--- config.mk ---
export PLATFORM = sky130hd
export DESIGN_NAME = dual_timer_counter
export DESIGN_NICKNAME = d
export VERILOG_FILES = /design/src/dtc_pkg.sv /design/src/dtc_edge_sync.sv /design/src/dtc_wave_div.sv /design/src/dual_timer_counter.sv
export SDC_FILE = /design/constraint.sdc
export NUM_CORES = 1
export LEC_CHECK = 0
export BUFFER_PORTS_ARGS = -buffer_cell sky130_fd_sc_hd__buf_2
export CAP_MARGIN = 30
export CORE_ASPECT_RATIO = 2
export CORE_MARGIN = 5
export CORE_UTILIZATION = 40
export CTS_CLUSTER_SIZE = 8
export DETAILED_ROUTE_END_ITERATION = 8
export GPL_TIMING_DRIVEN = 0
export PLACE_DENSITY = 0.62
export SLEW_MARGIN = 10
export SYNTH_ARGS = -nofsm -noshare
export SYNTH_HDL_FRONTEND = slang
export SYNTH_SLANG_ARGS = --single-unit
export TNS_END_PERCENT = 50
--- constraint.sdc ---
create_clock -name clk -period 2.3 [get_ports clk]
set_input_delay 0.46 -clock clk [delete_from_list [all_inputs] [get_ports clk]]
set_output_delay 0.46 -clock clk [all_outputs]
set_load 0.01 [all_outputs]
--- src/dtc_pkg.sv ---
// Purpose: Shared constants for the dual timer/counter block.
// Assumes: Wishbone classic slave, 32-bit data, word-aligned registers.
// Notes: Offsets are byte addresses equal to four times the register index.
package dtc_pkg;
  localparam int unsigned DTC_CLK_HZ = 20000000;
  localparam int unsigned DTC_TICK_DIV = 2;
  localparam int unsigned DTC_WAVE_DIV = 64;
  localparam int unsigned DTC_ADR_W = 12;
  localparam logic [7:0] DTC_IDX_CTRL = 8'h88;
  localparam logic [7:0] DTC_IDX_MODE = 8'h89;
  localparam logic [7:0] DTC_IDX_T0L = 8'h8A;
  localparam logic [7:0] DTC_IDX_T1L = 8'h8B;
  localparam logic [7:0] DTC_IDX_T0H = 8'h8C;
  localparam logic [7:0] DTC_IDX_T1H = 8'h8D;
  localparam logic [7:0] DTC_IDX_PINSEL = 8'hA6;
  localparam logic [7:0] DTC_IDX_ACK = 8'hF0;
  localparam logic [7:0] DTC_IDX_ISTAT = 8'hF1;
  localparam logic [7:0] DTC_IDX_IMASK = 8'hF2;
  localparam int unsigned DTC_TF1_BIT = 7;
  localparam int unsigned DTC_TR1_BIT = 6;
  localparam int unsigned DTC_TF0_BIT = 5;
  localparam int unsigned DTC_TR0_BIT = 4;
  localparam int unsigned DTC_WAVE_EN_BIT = 0;
  localparam int unsigned DTC_PINSEL_MASK_BITS = 8;
  localparam logic [7:0] DTC_PINSEL_MASK = 8'h71;
  localparam logic [1:0] DTC_MODE_13 = 2'h0;
  localparam logic [1:0] DTC_MODE_16 = 2'h1;
  localparam logic [1:0] DTC_MODE_RELOAD = 2'h2;
  localparam logic [1:0] DTC_MODE_SPLIT = 2'h3;
  localparam logic [7:0] DTC_BYTE_ZERO = 8'h00;
  localparam logic [7:0] DTC_BYTE_MAX = 8'hFF;
  localparam logic [4:0] DTC_PRE_MAX = 5'h1F;
  localparam logic [31:0] DTC_WORD_ZERO = 32'h0000_0000;
endpackage : dtc_pkg

--- src/dtc_edge_sync.sv ---
// Purpose: Two-stage synchroniser with falling-edge pulse.
// Assumes: Input is asynchronous to clk.
// Notes: The edge detector reads only the second and third stages.
`timescale 1ns/1ns
`default_nettype none
module dtc_edge_sync (
  input wire logic clk,
  input wire logic rst,
  input wire logic pinIn,
  output logic level,
  output logic fallPulse
);
  logic meta;
  logic sync;
  logic prev;
  always_ff @(posedge clk) begin
    if (rst) begin
      meta <= 1'b1;
      sync <= 1'b1;
      prev <= 1'b1;
    end else begin
      meta <= pinIn;
      sync <= meta;
      prev <= sync;
    end
  end
  assign level = sync;
  assign fallPulse = prev & ~sync;
endmodule : dtc_edge_sync
`default_nettype wire

--- src/dtc_wave_div.sv ---
// Purpose: Divides overflow pulses into a square wave.
// Assumes: DIV is even; the output toggles every DIV/2 pulses.
// Notes: Counter holds while disabled so the pin restarts cleanly.
`timescale 1ns/1ns
`default_nettype none
module dtc_wave_div #(
  parameter int unsigned DIV = 64
) (
  input wire logic clk,
  input wire logic rst,
  input wire logic enable,
  input wire logic pulse,
  output logic wave
);
  localparam int unsigned HALF = DIV / 2;
  localparam int unsigned CW = (HALF > 1) ? $clog2(HALF) : 1;
  localparam logic [CW-1:0] LAST = CW'(HALF - 1);
  logic [CW-1:0] cnt;
  logic toggle;
  logic [CW-1:0] next_cnt;
  assign toggle = enable & pulse & (cnt == LAST);
  assign next_cnt = toggle ? '0 : (enable & pulse) ? cnt + 1'b1 : cnt;
  always_ff @(posedge clk) begin
    if (rst) begin
      cnt <= '0;
      wave <= 1'b0;
    end else begin
      cnt <= next_cnt;
      wave <= enable ? (wave ^ toggle) : 1'b0;
    end
  end
endmodule : dtc_wave_div
`default_nettype wire

--- src/dual_timer_counter.sv ---
// Purpose: Two 16-bit timer/counters with gating, four modes and wave output.
// Assumes: Wishbone classic slave; count and gate pins are asynchronous.
// Notes: Interrupt status clears on read; vector acknowledge clears flags.
//
// The Wishbone slave port was left to the implementer.
`timescale 1ns/1ns
`default_nettype none
// Functional notes
// - Timer mode counts once per two clocks.
// - Counter mode counts count-pin falling edges.
// - Gate off: run bit alone enables counting.
// - Gate on: run bit and irq pin high.
// - Mode field picks 13, 16, reload, stop.
// - Timer zero split: high byte uses timer one.
// - Count bytes readable, writable, reset to zero.
// - Wave pin carries overflow divided by 64.
module dual_timer_counter
  import dtc_pkg::*;
#(
  parameter int unsigned WAVE_DIV = DTC_WAVE_DIV
) (
  input wire logic clk,
  input wire logic rst,
  input wire logic wb_cyc_i,
  input wire logic wb_stb_i,
  input wire logic wb_we_i,
  input wire logic [DTC_ADR_W-1:0] wb_adr_i,
  input wire logic [3:0] wb_sel_i,
  input wire logic [31:0] wb_dat_i,
  output logic [31:0] wb_dat_o,
  output logic wb_ack_o,
  input wire logic timer0_count_pin,
  input wire logic timer1_count_pin,
  input wire logic ext_irq0_pin,
  input wire logic ext_irq1_pin,
  output logic timer0_wave_pin,
  output logic irq
);
  // ==========================================================
  // Registers
  logic [7:0] timer_control;
  logic [7:0] timer_mode_select;
  logic [7:0] timer0_count_low;
  logic [7:0] timer0_count_high;
  logic [7:0] timer1_count_low;
  logic [7:0] timer1_count_high;
  logic [7:0] pin_output_select;
  logic [1:0] irqStatus;
  logic [1:0] irqMask;
  logic tickPhase;

  // ==========================================================
  // Bus decode
  wire busReq = wb_cyc_i & wb_stb_i & ~wb_ack_o;
  wire [7:0] regIdx = wb_adr_i[9:2];
  wire wrLow = busReq & wb_we_i & wb_sel_i[0];
  wire rdReq = busReq & ~wb_we_i;
  wire wrCtrl = wrLow & (regIdx == DTC_IDX_CTRL);
  wire wrMode = wrLow & (regIdx == DTC_IDX_MODE);
  wire wrT0L = wrLow & (regIdx == DTC_IDX_T0L);
  wire wrT0H = wrLow & (regIdx == DTC_IDX_T0H);
  wire wrT1L = wrLow & (regIdx == DTC_IDX_T1L);
  wire wrT1H = wrLow & (regIdx == DTC_IDX_T1H);
  wire wrPin = wrLow & (regIdx == DTC_IDX_PINSEL);
  wire wrAck = wrLow & (regIdx == DTC_IDX_ACK);
  wire wrMask = wrLow & (regIdx == DTC_IDX_IMASK);
  wire rdStat = rdReq & (regIdx == DTC_IDX_ISTAT);

  // ==========================================================
  // Pin synchronisers
  logic t0Fall;
  logic t1Fall;
  logic gate0Level;
  logic gate1Level;
  dtc_edge_sync u_sync_t0 (
    .clk(clk), .rst(rst), .pinIn(timer0_count_pin), .level(), .fallPulse(t0Fall)
  );
  dtc_edge_sync u_sync_t1 (
    .clk(clk), .rst(rst), .pinIn(timer1_count_pin), .level(), .fallPulse(t1Fall)
  );
  dtc_edge_sync u_sync_g0 (
    .clk(clk), .rst(rst), .pinIn(ext_irq0_pin), .level(gate0Level), .fallPulse()
  );
  dtc_edge_sync u_sync_g1 (
    .clk(clk), .rst(rst), .pinIn(ext_irq1_pin), .level(gate1Level), .fallPulse()
  );

  // ==========================================================
  // Count enables
  wire [1:0] mode0 = timer_mode_select[1:0];
  wire [1:0] mode1 = timer_mode_select[5:4];
  wire gateSel0 = timer_mode_select[3];
  wire gateSel1 = timer_mode_select[7];
  wire cntSel0 = timer_mode_select[2];
  wire cntSel1 = timer_mode_select[6];
  wire run0 = timer_control[DTC_TR0_BIT];
  wire run1 = timer_control[DTC_TR1_BIT];
  wire sysTick = tickPhase;
  // Count pins are sampled each clock; pulses shorter than one clock may be missed.
  wire src0 = cntSel0 ? t0Fall : sysTick;
  wire src1 = cntSel1 ? t1Fall : sysTick;
  wire en0 = run0 & (~gateSel0 | gate0Level);
  wire en1 = run1 & (~gateSel1 | gate1Level);
  wire split = (mode0 == DTC_MODE_SPLIT);
  wire inc0 = en0 & src0;
  wire inc1 = en1 & src1;
  // In split mode the high byte of timer zero borrows timer one's run bit.
  wire inc0H = run1 & sysTick;

  // ==========================================================
  // Timer zero next state
  logic [7:0] next_t0L;
  logic [7:0] next_t0H;
  logic ovf0;
  logic ovf0H;
  always_comb begin
    next_t0L = timer0_count_low;
    next_t0H = timer0_count_high;
    ovf0 = 1'b0;
    ovf0H = 1'b0;
    unique case (mode0)
      DTC_MODE_13: begin
        if (inc0) begin
          next_t0L = {timer0_count_low[7:5], timer0_count_low[4:0] + 5'h01};
          if (timer0_count_low[4:0] == DTC_PRE_MAX) begin
            next_t0H = timer0_count_high + 8'h01;
            ovf0 = (timer0_count_high == DTC_BYTE_MAX);
          end
        end
      end
      DTC_MODE_16: begin
        if (inc0) begin
          {next_t0H, next_t0L} = {timer0_count_high, timer0_count_low} + 16'h0001;
          ovf0 = ({timer0_count_high, timer0_count_low} == 16'hFFFF);
        end
      end
      DTC_MODE_RELOAD: begin
        if (inc0) begin
          ovf0 = (timer0_count_low == DTC_BYTE_MAX);
          next_t0L = ovf0 ? timer0_count_high : timer0_count_low + 8'h01;
        end
      end
      DTC_MODE_SPLIT: begin
        if (inc0) begin
          next_t0L = timer0_count_low + 8'h01;
          ovf0 = (timer0_count_low == DTC_BYTE_MAX);
        end
        if (inc0H) begin
          next_t0H = timer0_count_high + 8'h01;
          ovf0H = (timer0_count_high == DTC_BYTE_MAX);
        end
      end
    endcase
  end

  // ==========================================================
  // Timer one next state
  logic [7:0] next_t1L;
  logic [7:0] next_t1H;
  logic ovf1;
  always_comb begin
    next_t1L = timer1_count_low;
    next_t1H = timer1_count_high;
    ovf1 = 1'b0;
    unique case (mode1)
      DTC_MODE_13: begin
        if (inc1) begin
          next_t1L = {timer1_count_low[7:5], timer1_count_low[4:0] + 5'h01};
          if (timer1_count_low[4:0] == DTC_PRE_MAX) begin
            next_t1H = timer1_count_high + 8'h01;
            ovf1 = (timer1_count_high == DTC_BYTE_MAX);
          end
        end
      end
      DTC_MODE_16: begin
        if (inc1) begin
          {next_t1H, next_t1L} = {timer1_count_high, timer1_count_low} + 16'h0001;
          ovf1 = ({timer1_count_high, timer1_count_low} == 16'hFFFF);
        end
      end
      DTC_MODE_RELOAD: begin
        if (inc1) begin
          ovf1 = (timer1_count_low == DTC_BYTE_MAX);
          next_t1L = ovf1 ? timer1_count_high : timer1_count_low + 8'h01;
        end
      end
      DTC_MODE_SPLIT: begin
        // Timer one is stopped and holds its value.
      end
    endcase
  end
  // While timer zero is split, timer one's flag belongs to timer zero's high byte.
  wire setTf0 = ovf0;
  wire setTf1 = split ? ovf0H : ovf1;

  // ==========================================================
  // Control register with hardware flags; set beats any clear
  wire [7:0] ctrlWr = wrCtrl ? wb_dat_i[7:0] : timer_control;
  wire clrTf0 = wrAck & wb_dat_i[0];
  wire clrTf1 = wrAck & wb_dat_i[1];
  logic [7:0] next_ctrl;
  always_comb begin
    next_ctrl = ctrlWr;
    if (clrTf0) begin
      next_ctrl[DTC_TF0_BIT] = 1'b0;
    end
    if (clrTf1) begin
      next_ctrl[DTC_TF1_BIT] = 1'b0;
    end
    if (setTf0) begin
      next_ctrl[DTC_TF0_BIT] = 1'b1;
    end
    if (setTf1) begin
      next_ctrl[DTC_TF1_BIT] = 1'b1;
    end
  end

  // ==========================================================
  // Interrupt status, cleared by reading it
  wire [1:0] irqSet = {setTf1, setTf0};
  wire [1:0] next_irqStatus = irqSet | (rdStat ? 2'h0 : irqStatus);

  // ==========================================================
  // Sequential state
  always_ff @(posedge clk) begin
    if (rst) begin
      tickPhase <= 1'b0;
      timer_control <= DTC_BYTE_ZERO;
      timer_mode_select <= DTC_BYTE_ZERO;
      pin_output_select <= DTC_BYTE_ZERO;
      irqStatus <= 2'h0;
      irqMask <= 2'h0;
      wb_ack_o <= 1'b0;
    end else begin
      tickPhase <= ~tickPhase;
      timer_control <= next_ctrl;
      timer_mode_select <= wrMode ? wb_dat_i[7:0] : timer_mode_select;
      pin_output_select <= wrPin ? (wb_dat_i[7:0] & DTC_PINSEL_MASK) : pin_output_select;
      irqStatus <= next_irqStatus;
      irqMask <= wrMask ? wb_dat_i[1:0] : irqMask;
      wb_ack_o <= busReq;
    end
  end

  // Software writes win over the count in the same cycle.
  always_ff @(posedge clk) begin
    if (rst) begin
      timer0_count_low <= DTC_BYTE_ZERO;
      timer0_count_high <= DTC_BYTE_ZERO;
      timer1_count_low <= DTC_BYTE_ZERO;
      timer1_count_high <= DTC_BYTE_ZERO;
    end else begin
      timer0_count_low <= wrT0L ? wb_dat_i[7:0] : next_t0L;
      timer0_count_high <= wrT0H ? wb_dat_i[7:0] : next_t0H;
      timer1_count_low <= wrT1L ? wb_dat_i[7:0] : next_t1L;
      timer1_count_high <= wrT1H ? wb_dat_i[7:0] : next_t1H;
    end
  end

  // ==========================================================
  // Read mux
  logic [7:0] rdByte;
  always_comb begin
    unique case (regIdx)
      DTC_IDX_CTRL: rdByte = timer_control;
      DTC_IDX_MODE: rdByte = timer_mode_select;
      DTC_IDX_T0L: rdByte = timer0_count_low;
      DTC_IDX_T0H: rdByte = timer0_count_high;
      DTC_IDX_T1L: rdByte = timer1_count_low;
      DTC_IDX_T1H: rdByte = timer1_count_high;
      DTC_IDX_PINSEL: rdByte = pin_output_select;
      DTC_IDX_ISTAT: rdByte = {6'h00, irqStatus};
      DTC_IDX_IMASK: rdByte = {6'h00, irqMask};
      default: rdByte = DTC_BYTE_ZERO;
    endcase
  end
  always_ff @(posedge clk) begin
    if (rst) begin
      wb_dat_o <= DTC_WORD_ZERO;
    end else if (rdReq) begin
      wb_dat_o <= {24'h000000, rdByte};
    end
  end

  assign irq = |(irqStatus & irqMask);

  // ==========================================================
  // Waveform output
  dtc_wave_div #(
    .DIV(WAVE_DIV)
  ) u_wave (
    .clk(clk),
    .rst(rst),
    .enable(pin_output_select[DTC_WAVE_EN_BIT]),
    .pulse(setTf0),
    .wave(timer0_wave_pin)
  );
endmodule : dual_timer_counter
`default_nettype wire

# After elaboration in Yosys (flattened, before gate mapping)
# Index checks and enable logic that the tools add are counted.
dict set report op_classes {
  n_addsub 9
  eq_ne 40
  n_mux 45
  bitwise_logic 39
  n_reduce_logical 18
}
# cell n
set ops {}
lappend ops {{8-bit two-way mux} 19}
lappend ops {{8-bit equality test (second input constant)} 14}
lappend ops {{8-bit one-hot mux with 9 select lines} 1}
lappend ops {{8-bit one-hot mux with 3 select lines} 2}
lappend ops {{3-bit inequality test (second input constant)} 12}
lappend ops {{16-bit by 1-bit adder with 16-bit output (second input constant)} 2}
lappend ops {{8-bit by 1-bit adder with 8-bit output (second input constant)} 4}
lappend ops {{16-bit equality test (second input constant)} 2}
lappend ops {{8-bit one-hot mux with 4 select lines} 1}
lappend ops {{1-bit AND} 26}
lappend ops {{4-bit AND reduction} 5}
lappend ops {{1-bit two-way mux} 16}
lappend ops {{8-bit one-hot mux with 2 select lines} 1}
lappend ops {{5-bit by 1-bit adder with 5-bit output (second input constant)} 3}
lappend ops {{5-bit equality test (second input constant)} 3}
lappend ops {{3-bit nonzero test} 4}
lappend ops {{5-bit two-way mux} 2}
lappend ops {{1-bit inverter} 8}
lappend ops {{4-bit nonzero test} 2}
lappend ops {{2-bit OR reduction} 4}
lappend ops {{2-bit equality test (second input constant)} 3}
lappend ops {{3-bit by 2-bit inequality test with 1-bit output (second input constant)} 2}
lappend ops {{1-bit one-hot mux with 3 select lines} 2}
lappend ops {{5-bit AND reduction} 1}
lappend ops {{8 further kinds} 12}
dict set report word_totals {
  reg_bits 82
  in_bits 57
  output_inout_bits 35
}

# Longest topological paths before layout
# Gate-level depths: netlist (run 1).
dict set report depth {
  word_depth 9
  mapped_depth 9
}

# By module
# From an unflattened synthesis (run 1), not the netlist that was laid out.
dict set report unflattened {
  cells_unflattened 593
  hier_area_um2 5053.6
}
# module n_inst cells_each area_each_um2
set by_module_without_submodules {}
lappend by_module_without_submodules {dual_timer_counter 1 534 4429.2}
lappend by_module_without_submodules {dtc_edge_sync 4 7 85.1}
lappend by_module_without_submodules {dtc_wave_div 1 31 284.0}

# Worst setup path before layout (run 1)
# Ideal clock, no wire load.
dict set report synth_path {
  path_type {flip-flop to flip-flop}
  startpoint {register timer1_count_low[0]}
  endpoint {register timer1_count_high[4]}
  setup_ns 0.091
  arrival_time_ns 2.097
  setup_slack_ns 0.112
  stages_incl_launch_ff 9
  n_path_buf 0
  period_less_slack_ns 2.188
  cell_sequence {dfxtp_1 -> ha_1 -> and3_1 -> ha_1 -> mux2_2 -> o2111a_1 -> nand3_1 -> or3_1 -> a311oi_1}
}
dict set report synth_between {
  elab_chain_cells 4
  elab_cells_between_ends 7
}
# item line_no
set synth_rtl {}
lappend synth_rtl {{start, declared} dual_timer_counter.sv:45} ;# logic [7:0] timer1_count_low;
lappend synth_rtl {{start signal, assigned} dual_timer_counter.sv:255} ;# timer1_count_low <= wrT1L ? wb_dat_i[7:0] : next_t1L;
lappend synth_rtl {{16-bit by 1-bit adder with 16-bit output} dual_timer_counter.sv:177} ;# {next_t1H, next_t1L} = {timer1_count_high, timer1_count_low} + 16'h0001;
lappend synth_rtl {{8-bit two-way mux} dual_timer_counter.sv:176} ;# if (inc1) begin
lappend synth_rtl {{8-bit one-hot mux with 2 select lines} dual_timer_counter.sv:165} ;# unique case (mode1)
lappend synth_rtl {{8-bit two-way mux} dual_timer_counter.sv:256} ;# timer1_count_high <= wrT1H ? wb_dat_i[7:0] : next_t1H;
lappend synth_rtl {{end signal, assigned} dual_timer_counter.sv:256}
lappend synth_rtl {{end, declared} dual_timer_counter.sv:46} ;# logic [7:0] timer1_count_high;
# Several ways; a longest one is shown, not always the timed one. The select of a mux whose other input is x is not followed.
# A chain may end at the register's enable or synchronous reset.

# Worst setup path in the final report (run 1)
dict set report layout_path {
  startpoint {register timer0_count_low[1]}
  endpoint {register timer0_count_high[5]}
}
dict set report layout_between {
  elab_chain_cells 4
  elab_cells_between_ends 7
}
# item line_no
set layout_rtl {}
lappend layout_rtl {{start, declared} dual_timer_counter.sv:43} ;# logic [7:0] timer0_count_low;
lappend layout_rtl {{start signal, assigned} dual_timer_counter.sv:253} ;# timer0_count_low <= wrT0L ? wb_dat_i[7:0] : next_t0L;
lappend layout_rtl {{16-bit by 1-bit adder with 16-bit output} dual_timer_counter.sv:133} ;# {next_t0H, next_t0L} = {timer0_count_high, timer0_count_low} + 16'h0001;
lappend layout_rtl {{8-bit two-way mux} dual_timer_counter.sv:132} ;# if (inc0) begin
lappend layout_rtl {{8-bit one-hot mux with 3 select lines} dual_timer_counter.sv:121} ;# unique case (mode0)
lappend layout_rtl {{8-bit two-way mux} dual_timer_counter.sv:254} ;# timer0_count_high <= wrT0H ? wb_dat_i[7:0] : next_t0H;
lappend layout_rtl {{end signal, assigned} dual_timer_counter.sv:254}
lappend layout_rtl {{end, declared} dual_timer_counter.sv:44} ;# logic [7:0] timer0_count_high;
# Several ways; a longest one is shown, not always the timed one. The select of a mux whose other input is x is not followed.

==> results of run 1 <==
layout by cell type (no fill, tap or decap), types with 5 or more instances in the layout:
cell type and n:
dfxtp_1 75, nor2_1 61, nand2_1 56, buf_2 46, a21oi_1 28, buf_4 28
mux2i_1 24, conb_1 24, nand3_1 20, o21ai_0 20, clkbuf_1 18, inv_1 14
or2_2 14, a22o_1 13, nand4_1 13, a211oi_1 12, xnor2_1 9, ha_1 9
clkbuf_16 9, and3_1 8, nor2b_1 8, and4_1 8, a31oi_1 7, nor3_1 7
o211ai_1 7, nand2b_1 6, or3_1 6, xor2_1 6, a221oi_1 6, a22oi_1 6
mux4_2 6, o32ai_1 5, dfxtp_4 5
worst max-delay path: cells and delay by family, from the launching register on:
family,cells,cell delay (ns)
adders and majority gates,2,0.44
xor gates and xnor gates,1,0.12
AOI/OAI and AO/OA,4,1.07
DFF,1,0.39
and+or+nand+nor,1,0.17
through the flow:
stage               hold slack, ns  utilization (%)  worst slack (ns)  area, µm²  power [µW]
finish                       0.282             47.1            0.0221       5880        3170
CTS                          0.284             46.8            0.0102       5850        3180
detailed placement           0.394             43.8            -0.451       5470        1670
floorplan                    0.389                -             0.112       5120        1590
global placement             0.393             43.8            -0.434       5470        1660
global route                 0.289             47.1           -0.0233       5880        3250
cell type report:
| class | instances | area, µm² | area share [%] |
|---|---|---|---|
| Timing Repair Buffer | 34 | 175 | 2.98 |
| Clock buffer | 10 | 239 | 4.07 |
| Tap cell | 150 | 188 | 3.19 |
| Multi-Input combinational cell | 464 | 3140 | 53.5 |
| Buffer | 60 | 342 | 5.81 |
| Inverter | 14 | 52.6 | 0.894 |
| Clock inverter | 6 | 73.8 | 1.26 |
| Sequential cell | 82 | 1660 | 28.3 |
final timing paths:
path | startpoint | endpoint | cells past startpoint
hold / removal | ext_irq0_pin | u_sync_g0.meta$_SDFF_PP1_ | 2
setup / recovery | timer0_count_low[1]$_SDFFE_PP0P_ | timer0_count_high[5]$_SDFFE_PP0P_ | 8
hold reg to reg | u_sync_g0.meta$_SDFF_PP1_ | u_sync_g0.level$_SDFF_PP1_ | 1
setup reg to reg | timer0_count_low[1]$_SDFFE_PP0P_ | timer0_count_high[5]$_SDFFE_PP0P_ | 8
power breakdown:
group | switching, µW | internal, µW | leakage, µW
combinational | 135 | 72.1 | 0.00138
clock | 654 | 884 | 0.000147
sequential | 3.86 | 1420 | 0.000668
cell families after synthesis:
| family | count (synthesis) |
|---|---|
| buf+inv | 75 |
| compound gates | 152 |
| flops | 82 |
| other cells | 1 |
| fa+ha+maj | 12 |
| mux | 33 |
| simple gates | 228 |
| xor+xnor | 15 |
sequential cells by signal (all words and copies together), names as in the netlist, 2 cells and up:
name	count
irqMask	2
irqStatus	2
pin_output_select	4
timer0_count_high	8
timer0_count_low	8
timer1_count_high	8
timer1_count_low	8
timer_control	8
timer_mode_select	8
u_wave.cnt	5
wb_dat_o	8
metal layers:
layer,up-vias,wire [µm],part of all wire [%],global-route usage (%)
met5,-,0,0,0
met4,0,1750,9.9,21.0
met3,98,909,5.1,3.31
met2,219,9140,51,41.7
met1,2345,5950,34,23.9
li1,2305,-,-,-
what timing repair did:
action / CTS / global route
endpoints found under the setup margin: 25 / 19
resized for setup: 14 / 11
buffers inserted: 1 / 1
pin swaps: 2 / 2
==> reports/results.tsv, run 1 <==
metric	value	unit
total core area	12500	µm²
Critical Path, Cell by Cell	ha_2, and3_1, ha_1, o21ba_2, o2111ai_4, a2111oi_2, xnor2_1, a211oi_1	
Inst Count DP	803	
Post-synth ARST share	0	%
CP max-delay cell	a2111oi_2	
die footprint	15100	µm²
Pwr Density	540	nW/µm²
Slew @ Worst Pin	0.841	ns
IO Pins	92	
Mapped Area	5040	µm²
Crit Path Class	reg -> reg	
routed wire length	17700	µm
syn avg cell area	8.42	µm²
main combinational cell family by area after synthesis	simple AND/OR/NAND/NOR gates	
Initial Utilization	40.3	%
Nets	734	
Clock transition at path regs	0.07	ns
outcome	finished, final reports clean	
drc violations	0	
CTS tree	built	
Gate Count Post-Synth	598	
Worst setup SP type	flip-flop	
Critical Path Fanout Max	8	
top_reg_cell synth	dfxtp_1	
DR iter-0 viols	419	
RSZ-0062 raised after global routing	yes	
first-pass GRT wire length	26900	µm
area leader, netlist	dfxtp_1	
Root Buffer Master	clkbuf_16	
synthesis-stage register bit count	82	
cts hold-fix bufs	0	
Pins Over Slew Limit	0	
Rel. slew slack	43.5	%
H-tree depth	3	
CTS sink count	82	
first-pass iteration count of the detailed router	5	
hpwl dp	13700	µm
antenna-violating nets left	0	
final count of hold timing violations	0	
Area growth, synth to finish	16.7	%
fin crit period	2.28	ns
number of buffers created by CTS	9	
leak pwr	0.00219	µW
fillers	1259	
synthesized-area fraction occupied by adder cells	2.98	%
top cells by area, synth	dfxtp_1 (33%), mux2i_1 (4.8%), nor2_1 (4.6%)	
Critical Path End Type	flip-flop	
critical path's largest stage delay	0.45	ns
WP data required	2.57	ns
Via density	6.06	
register area share after synthesis	32.6	%
Clock Latency Late Sink	0.36	ns
f_max	439	MHz
Buffers on Ports	32	
post-synth top area share	32.6	%
number of max-cap violations	0	
total congestion overflow	0	
GP Congestion	0.957	
Synth Area in XOR/XNOR	2.61	%
synth unique cells	73	
R2R Setup Slk	0.02	ns
Commonest cells post-synth	dfxtp_1 (82), nor2_1 (62), nand2_1 (56)	
compound-cell area share of the yosys netlist	22.2	%
fin cells	820	
clk_skew	0.00965	ns
Die Ht	169	µm
row count	58	
routed len/inst	21.6	µm
yosys warns	0	
vias in the first global route	4829	
number of flops mapped to enable cells by yosys	0	
setup TNS	0	ns
worst-case clock buffer depth	2	
Die X	89.3	µm
count leader, synth	dfxtp_1	
largest net degree at the start of global routing	16	
final period utilization	99.0	%
overall routing resource usage	24.1	%
CP Data Arrival Time	2.54	ns
Worst IR Drop VDD	378	µV
share of layout cells above drive strength 1	21.3	%
Diodes inserted	0	
simple-gate share of the synthesized area	23.5	%
mux cell area share after synthesis	8.12	%
antenna violations before repair	0	
worst hold path type	in -> reg	
# setup viols final	0	
Vias	4967	
No activity file was read; power rests on OpenSTA's default activity.
==> inputs of run 2 (changes only) <==
--- a/config.mk
+++ b/config.mk
@@ -9,11 +9,11 @@
 export CAP_MARGIN = 30
 export CORE_ASPECT_RATIO = 2
 export CORE_MARGIN = 5
-export CORE_UTILIZATION = 40
+export CORE_UTILIZATION = 51
 export CTS_CLUSTER_SIZE = 8
 export DETAILED_ROUTE_END_ITERATION = 8
 export GPL_TIMING_DRIVEN = 0
-export PLACE_DENSITY = 0.62
+export PLACE_DENSITY = 0.76
 export SLEW_MARGIN = 10
 export SYNTH_ARGS = -nofsm -noshare
 export SYNTH_HDL_FRONTEND = slang
==> run 2 against run 1 <==
Net effect:
- sequential cell count did not move
- critical path depth did not move
- wire length rose by 0.34%
==> reports/results.tsv, run 2 (synthesis results as in run 1) <==
metric	value	unit
Die X	80.3	µm
Pins Over Slew Limit	0	
GP Congestion	0.992	
first-pass iteration count of the detailed router	5	
Tot Pwr	3020	µW
Via density	6.20	
antenna-violating nets left	0	
Buffers on Ports	32	
H-tree depth	3	
first-pass GRT wire length	27300	µm
Diodes inserted	0	
Critical Path End Type	flip-flop	
Vias	4987	
Crit Path Class	reg -> reg	
Worst setup SP type	flip-flop	
fin crit period	2.21	ns
hpwl dp	13500	µm
row count	51	
vias in the first global route	5013	
Rel. slew slack	43.9	%
CTS tree	built	
DR iter-0 viols	330	
fin cells	804	
cts hold-fix bufs	0	
final period utilization	96.3	%
WP data required	2.55	ns
Clock transition at path regs	0.07	ns
clk_skew	0.00936	ns
Nets	736	
Worst IR Drop VDD	420	µV
drc violations	0	
total core area	9700	µm²
placed inst area	5450	µm²
worst-case clock buffer depth	2	
final count of hold timing violations	0	
setup TNS	0	ns
Inst Count DP	785	
Slew @ Worst Pin	0.835	ns
CP Data Arrival Time	2.46	ns
Clock Latency Late Sink	0.35	ns
Initial Utilization	51.9	%
routed wire length	17800	µm
commonest non-fill, non-tap cells in the layout	dfxtp_1 (75), nor2_1 (61), nand2_1 (56)	
CTS sink count	82	
Final Instance Area	5830	µm²
Pwr Density	518	nW/µm²
share of layout cells above drive strength 1	21.4	%
# setup viols final	0	
outcome	finished, final reports clean	
largest net degree at the start of global routing	16	
f_max	452	MHz
antenna violations before repair	0	
overall routing resource usage	30.5	%
worst hold path type	in -> reg	
routed len/inst	22.1	µm
Die Ht	151	µm
total congestion overflow	0	
number of buffers created by CTS	9	
Critical Path Fanout Max	7	
IO Pins	92	
Root Buffer Master	clkbuf_16	
number of max-cap violations	0	
die footprint	12100	µm²
commonest non-fill, non-tap cell in the layout	dfxtp_1	
Final Util	60.1	%
Area growth, synth to finish	15.7	%
leak pwr	0.00218	µW
==> run 2: path summary, 6_finish.rpt <==
path | cells after the start | slack [ns] | from | to
worst max-delay path | 8 | 0.09 | timer1_count_low[1]$_SDFFE_PP0P_ | timer1_count_high[6]$_SDFFE_PP0P_
worst min-delay path | 2 | 0.29 | ext_irq1_pin | u_sync_g1.meta$_SDFF_PP1_
worst min register to register | 1 | 0.41 | u_sync_t0.meta$_SDFF_PP1_ | u_sync_t0.level$_SDFF_PP1_
worst max register to register | 8 | 0.09 | timer1_count_low[1]$_SDFFE_PP0P_ | timer1_count_high[6]$_SDFFE_PP0P_
==> run 2: through the flow <==
step           worst slack, ns  hold slack, ns
6_report                0.0853           0.289
5_1_grt              -0.000672           0.293
4_1_cts                 0.0166           0.287
3_5_place_dp            -0.454           0.397
3_3_place_gp            -0.409           0.391
2_1_floorplan            0.112           0.389
==> run 2: critical path, stage by stage (launching register included) <==
cell and delay (ns):
dfxtp_4 0.41, ha_4 0.18, and3_1 0.16, ha_1 0.16
mux2_2 0.16, o2111a_2 0.25, nand3_2 0.16, or3_1 0.38
a311oi_1 0.26
==> run 2: layer usage <==
layer / track usage, % / vias to the layer above / wire (µm)
li1: - / 2313 / -
met1: 31.4 / 2353 / 6160
met2: 54.7 / 230 / 9380
met3: 4.25 / 91 / 900
met4: 21.7 / 0 / 1380
met5: 0 / - / 0
==> run 2: report_power, final <==
group / switching [µW] / total [µW] / internal, µW
sequential: 3.34 / 1430 / 1420
combinational: 136 / 208 / 72.4
clock: 640 / 1380 / 742
==> run 2: layout make-up <==
cell class                      instances  area [µm²]
Sequential cell                        82        1660
Buffer                                 61         348
Tap cell                              132         165
Multi-Input combinational cell        464        3140
Inverter                               14        52.6
Clock inverter                          6        48.8
Clock buffer                           10         229
Timing Repair Buffer                   35         183
Fill cell                             918        3870
==> run 2: timing repair <==
item                       in CTS  in global routing
pin swaps                       2                  2
gates cloned                    0                  0
setup endpoints to repair      19                 15
gates resized for setup        12                 14
buffers inserted                1                  2
hold endpoints to repair        0                  0
==> inputs of run 3 (changes only) <==
--- a/config.mk
+++ b/config.mk
@@ -7,9 +7,11 @@
 export LEC_CHECK = 0
 export BUFFER_PORTS_ARGS = -buffer_cell sky130_fd_sc_hd__buf_2
 export CAP_MARGIN = 30
+export CELL_PAD_IN_SITES_DETAIL_PLACEMENT = 1
+export CELL_PAD_IN_SITES_GLOBAL_PLACEMENT = 1
 export CORE_ASPECT_RATIO = 2
 export CORE_MARGIN = 5
-export CORE_UTILIZATION = 51
+export CORE_UTILIZATION = 38
 export CTS_CLUSTER_SIZE = 8
 export DETAILED_ROUTE_END_ITERATION = 8
 export GPL_TIMING_DRIVEN = 0
==> run 3 against run 2 <==
Net effect:
- maximum frequency down 0.73%
- non-clock buffer count up 4
- clock skew up 0.0016 ns
- global-route usage down 6.5 points
- sequential power about the same
- total power up 5.3%
- final cell count up 3.0%
- via count up 2.2%
- worst hold slack about the same
- critical path type is now in -> reg
- highest routed layer unchanged
==> reports/results.tsv, run 3 (synthesis results as in run 1) <==
metric	value	unit
total core area	13000	µm²
fin crit period	2.23	ns
largest net degree at the start of global routing	16	
row count	59	
first-pass GRT wire length	29600	µm
met2 Use GR	44.7	%
hold path startpoint	ext_irq0_pin	
antenna violations before repair	0	
Int Power	2380	µW
Buffers on Ports	32	
number of max-cap violations	0	
Via density	6.15	
Hold Path Sink	u_sync_g0.meta$_SDFF_PP1_	
CTS sink count	82	
hold path depth	2	
share of layout cells above drive strength 1	22.6	%
leak pwr	0.00224	µW
sequential share of power	44.9	%
Nets	740	
first-pass iteration count of the detailed router	4	
Final Util	46.0	%
Logic pwr share	6.7	%
final count of hold timing violations	0	
Initial Utilization	38.8	%
Switching Share	25.1	%
# setup viols final	0	
worst-case clock buffer depth	2	
fin cells	828	
Die X	91.4	µm
Rel. slew slack	41.8	%
GR Util met3	4.09	%
number of buffers created by CTS	9	
Pwr Density	532	nW/µm²
CTS tree	built	
f_max	448	MHz
final period utilization	97.0	%
vias in the first global route	5397	
IO Pins	92	
R2R Setup Slk	0.08	ns
commonest non-fill, non-tap cell in the layout	dfxtp_1	
antenna-violating nets left	0	
worst reg2reg endpoint	timer1_count_high[4]$_SDFFE_PP0P_	
Worst setup SP type	input port	
CP max-delay cell	or4_1	
DR iter-0 viols	297	
CP Data Arrival Time	2.43	ns
Multi-input gate area	3190	µm²
Critical Path, Cell by Cell	buf_2, or3b_1, or4_1, buf_2, nand2_1, or3_1, o32ai_1	
Root Buffer Master	clkbuf_16	
fillers	1592	
outcome	finished, final reports clean	
Area growth, synth to finish	18.6	%
Critical Path Fanout Max	8	
Crit Path Class	in -> reg	
overall routing resource usage	23.9	%
clk_skew	0.0109	ns
RSZ-0062 raised after global routing	yes	
critical path's largest stage delay	0.62	ns
WP data required	2.50	ns
Clock Latency Late Sink	0.35	ns
hpwl dp	14700	µm
FF/Latch Area	1660	µm²
drc violations	0	
Pins Over Slew Limit	0	
cts hold-fix bufs	0	
Clock transition at path regs	0.07	ns
worst hold path type	in -> reg	
Inst Count DP	805	
Die Ht	173	µm
Diodes inserted	0	
met1 Track Usage GR	22.0	%
routed wire length	19300	µm
cells on worst reg2reg path	8	
Worst IR Drop VDD	325	µV
Clock Power Share	48.4	%
RR Startpoint	timer1_count_low[0]$_SDFFE_PP0P_	
total congestion overflow	0	
Vias	5096	
Critical Path End Type	flip-flop	
routed len/inst	23.3	µm
sw power	799	µW
Tot Pwr	3180	µW
Slew @ Worst Pin	0.866	ns
H-tree depth	3	
commonest non-fill, non-tap cells in the layout	dfxtp_1 (75), nor2_1 (61), nand2_1 (56)	
Most Frequent Cell on Critical Path	buf_2	
GP Congestion	0.957	
die footprint	15800	µm²
GR peak layer	met2	
[run 3: worst max-delay path by stage]
stage | slack [ns] | end | start | cells after the start
floorplan | 0.11 | timer1_count_high[4]$_SDFFE_PP0P_ | timer1_count_low[0]$_SDFFE_PP0P_ | 8
global placement | -0.45 | timer1_count_high[6]$_SDFFE_PP0P_ | timer1_count_low[1]$_SDFFE_PP0P_ | 8
detailed placement | -0.50 | timer1_count_high[4]$_SDFFE_PP0P_ | timer1_count_low[1]$_SDFFE_PP0P_ | 8
CTS | 0.001 | timer0_count_high[7]$_SDFFE_PP0P_ | timer0_count_low[0]$_SDFFE_PP0P_ | 8
global route | -0.02 | timer0_count_high[6]$_SDFFE_PP0P_ | wb_ack_o$_SDFF_PP0_ | 6
finish | 0.07 | timer1_count_low[7]$_SDFFE_PP0P_ | wb_adr_i[4] | 7
[run 3: per-layer routing]
metal	wire (µm)	part of all wire, %	vias to the layer above
met1	6360	33	2516
met3	729	3.8	99
met5	0	0	-
li1	-	-	2307
met2	10500	55	174
met4	1670	8.6	0
[run 3: area by class of cell]
class / count / area share [%]
repair buffers: 39 / 3.56
flip-flops and latches: 82 / 27.8
inverters: 14 / 0.880
well taps: 152 / 3.18
clock buffers: 10 / 4.00
clock inverters: 6 / 1.22
plain buffers: 61 / 5.85
multi-input cells: 464 / 53.5
[run 3: critical path, delay by kind of cell]
family | cells | cell delay, ns
AND/OR/NAND/NOR | 4 | 1.54
buffers and inverters | 2 | 0.33
AO/OA/AOI/OAI | 1 | 0.09
[run 3: per-stage QoR]
stage                     hold WS [ns]  area, µm²  setup slack [ns]  TNS [ns]
after floorplan                  0.389       5120             0.112         0
after global placement           0.393       5470            -0.452     -3.95
after detailed placement         0.402       5470            -0.500     -6.11
after CTS                        0.289       5880           0.00106         0
after global routing             0.285       5970           -0.0208   -0.0393
final                            0.289       5970            0.0690         0
[run 3: what timing repair did]
item / 4_1_cts / 5_1_grt
pin swaps: 2 / 3
endpoints found under the setup margin: 29 / 20
gates cloned: 0 / 0
resized for setup: 20 / 16
setup buffers: 2 / 5
[run 3: power groups by stage]
stage               Combinational, µW  Clock [µW]  Sequential, µW
floorplan                         125           0            1460
global placement                  201           0            1460
detailed placement                204           0            1470
CTS                               205        1540            1430
global route                      228        1610            1430
finish                            212        1540            1430
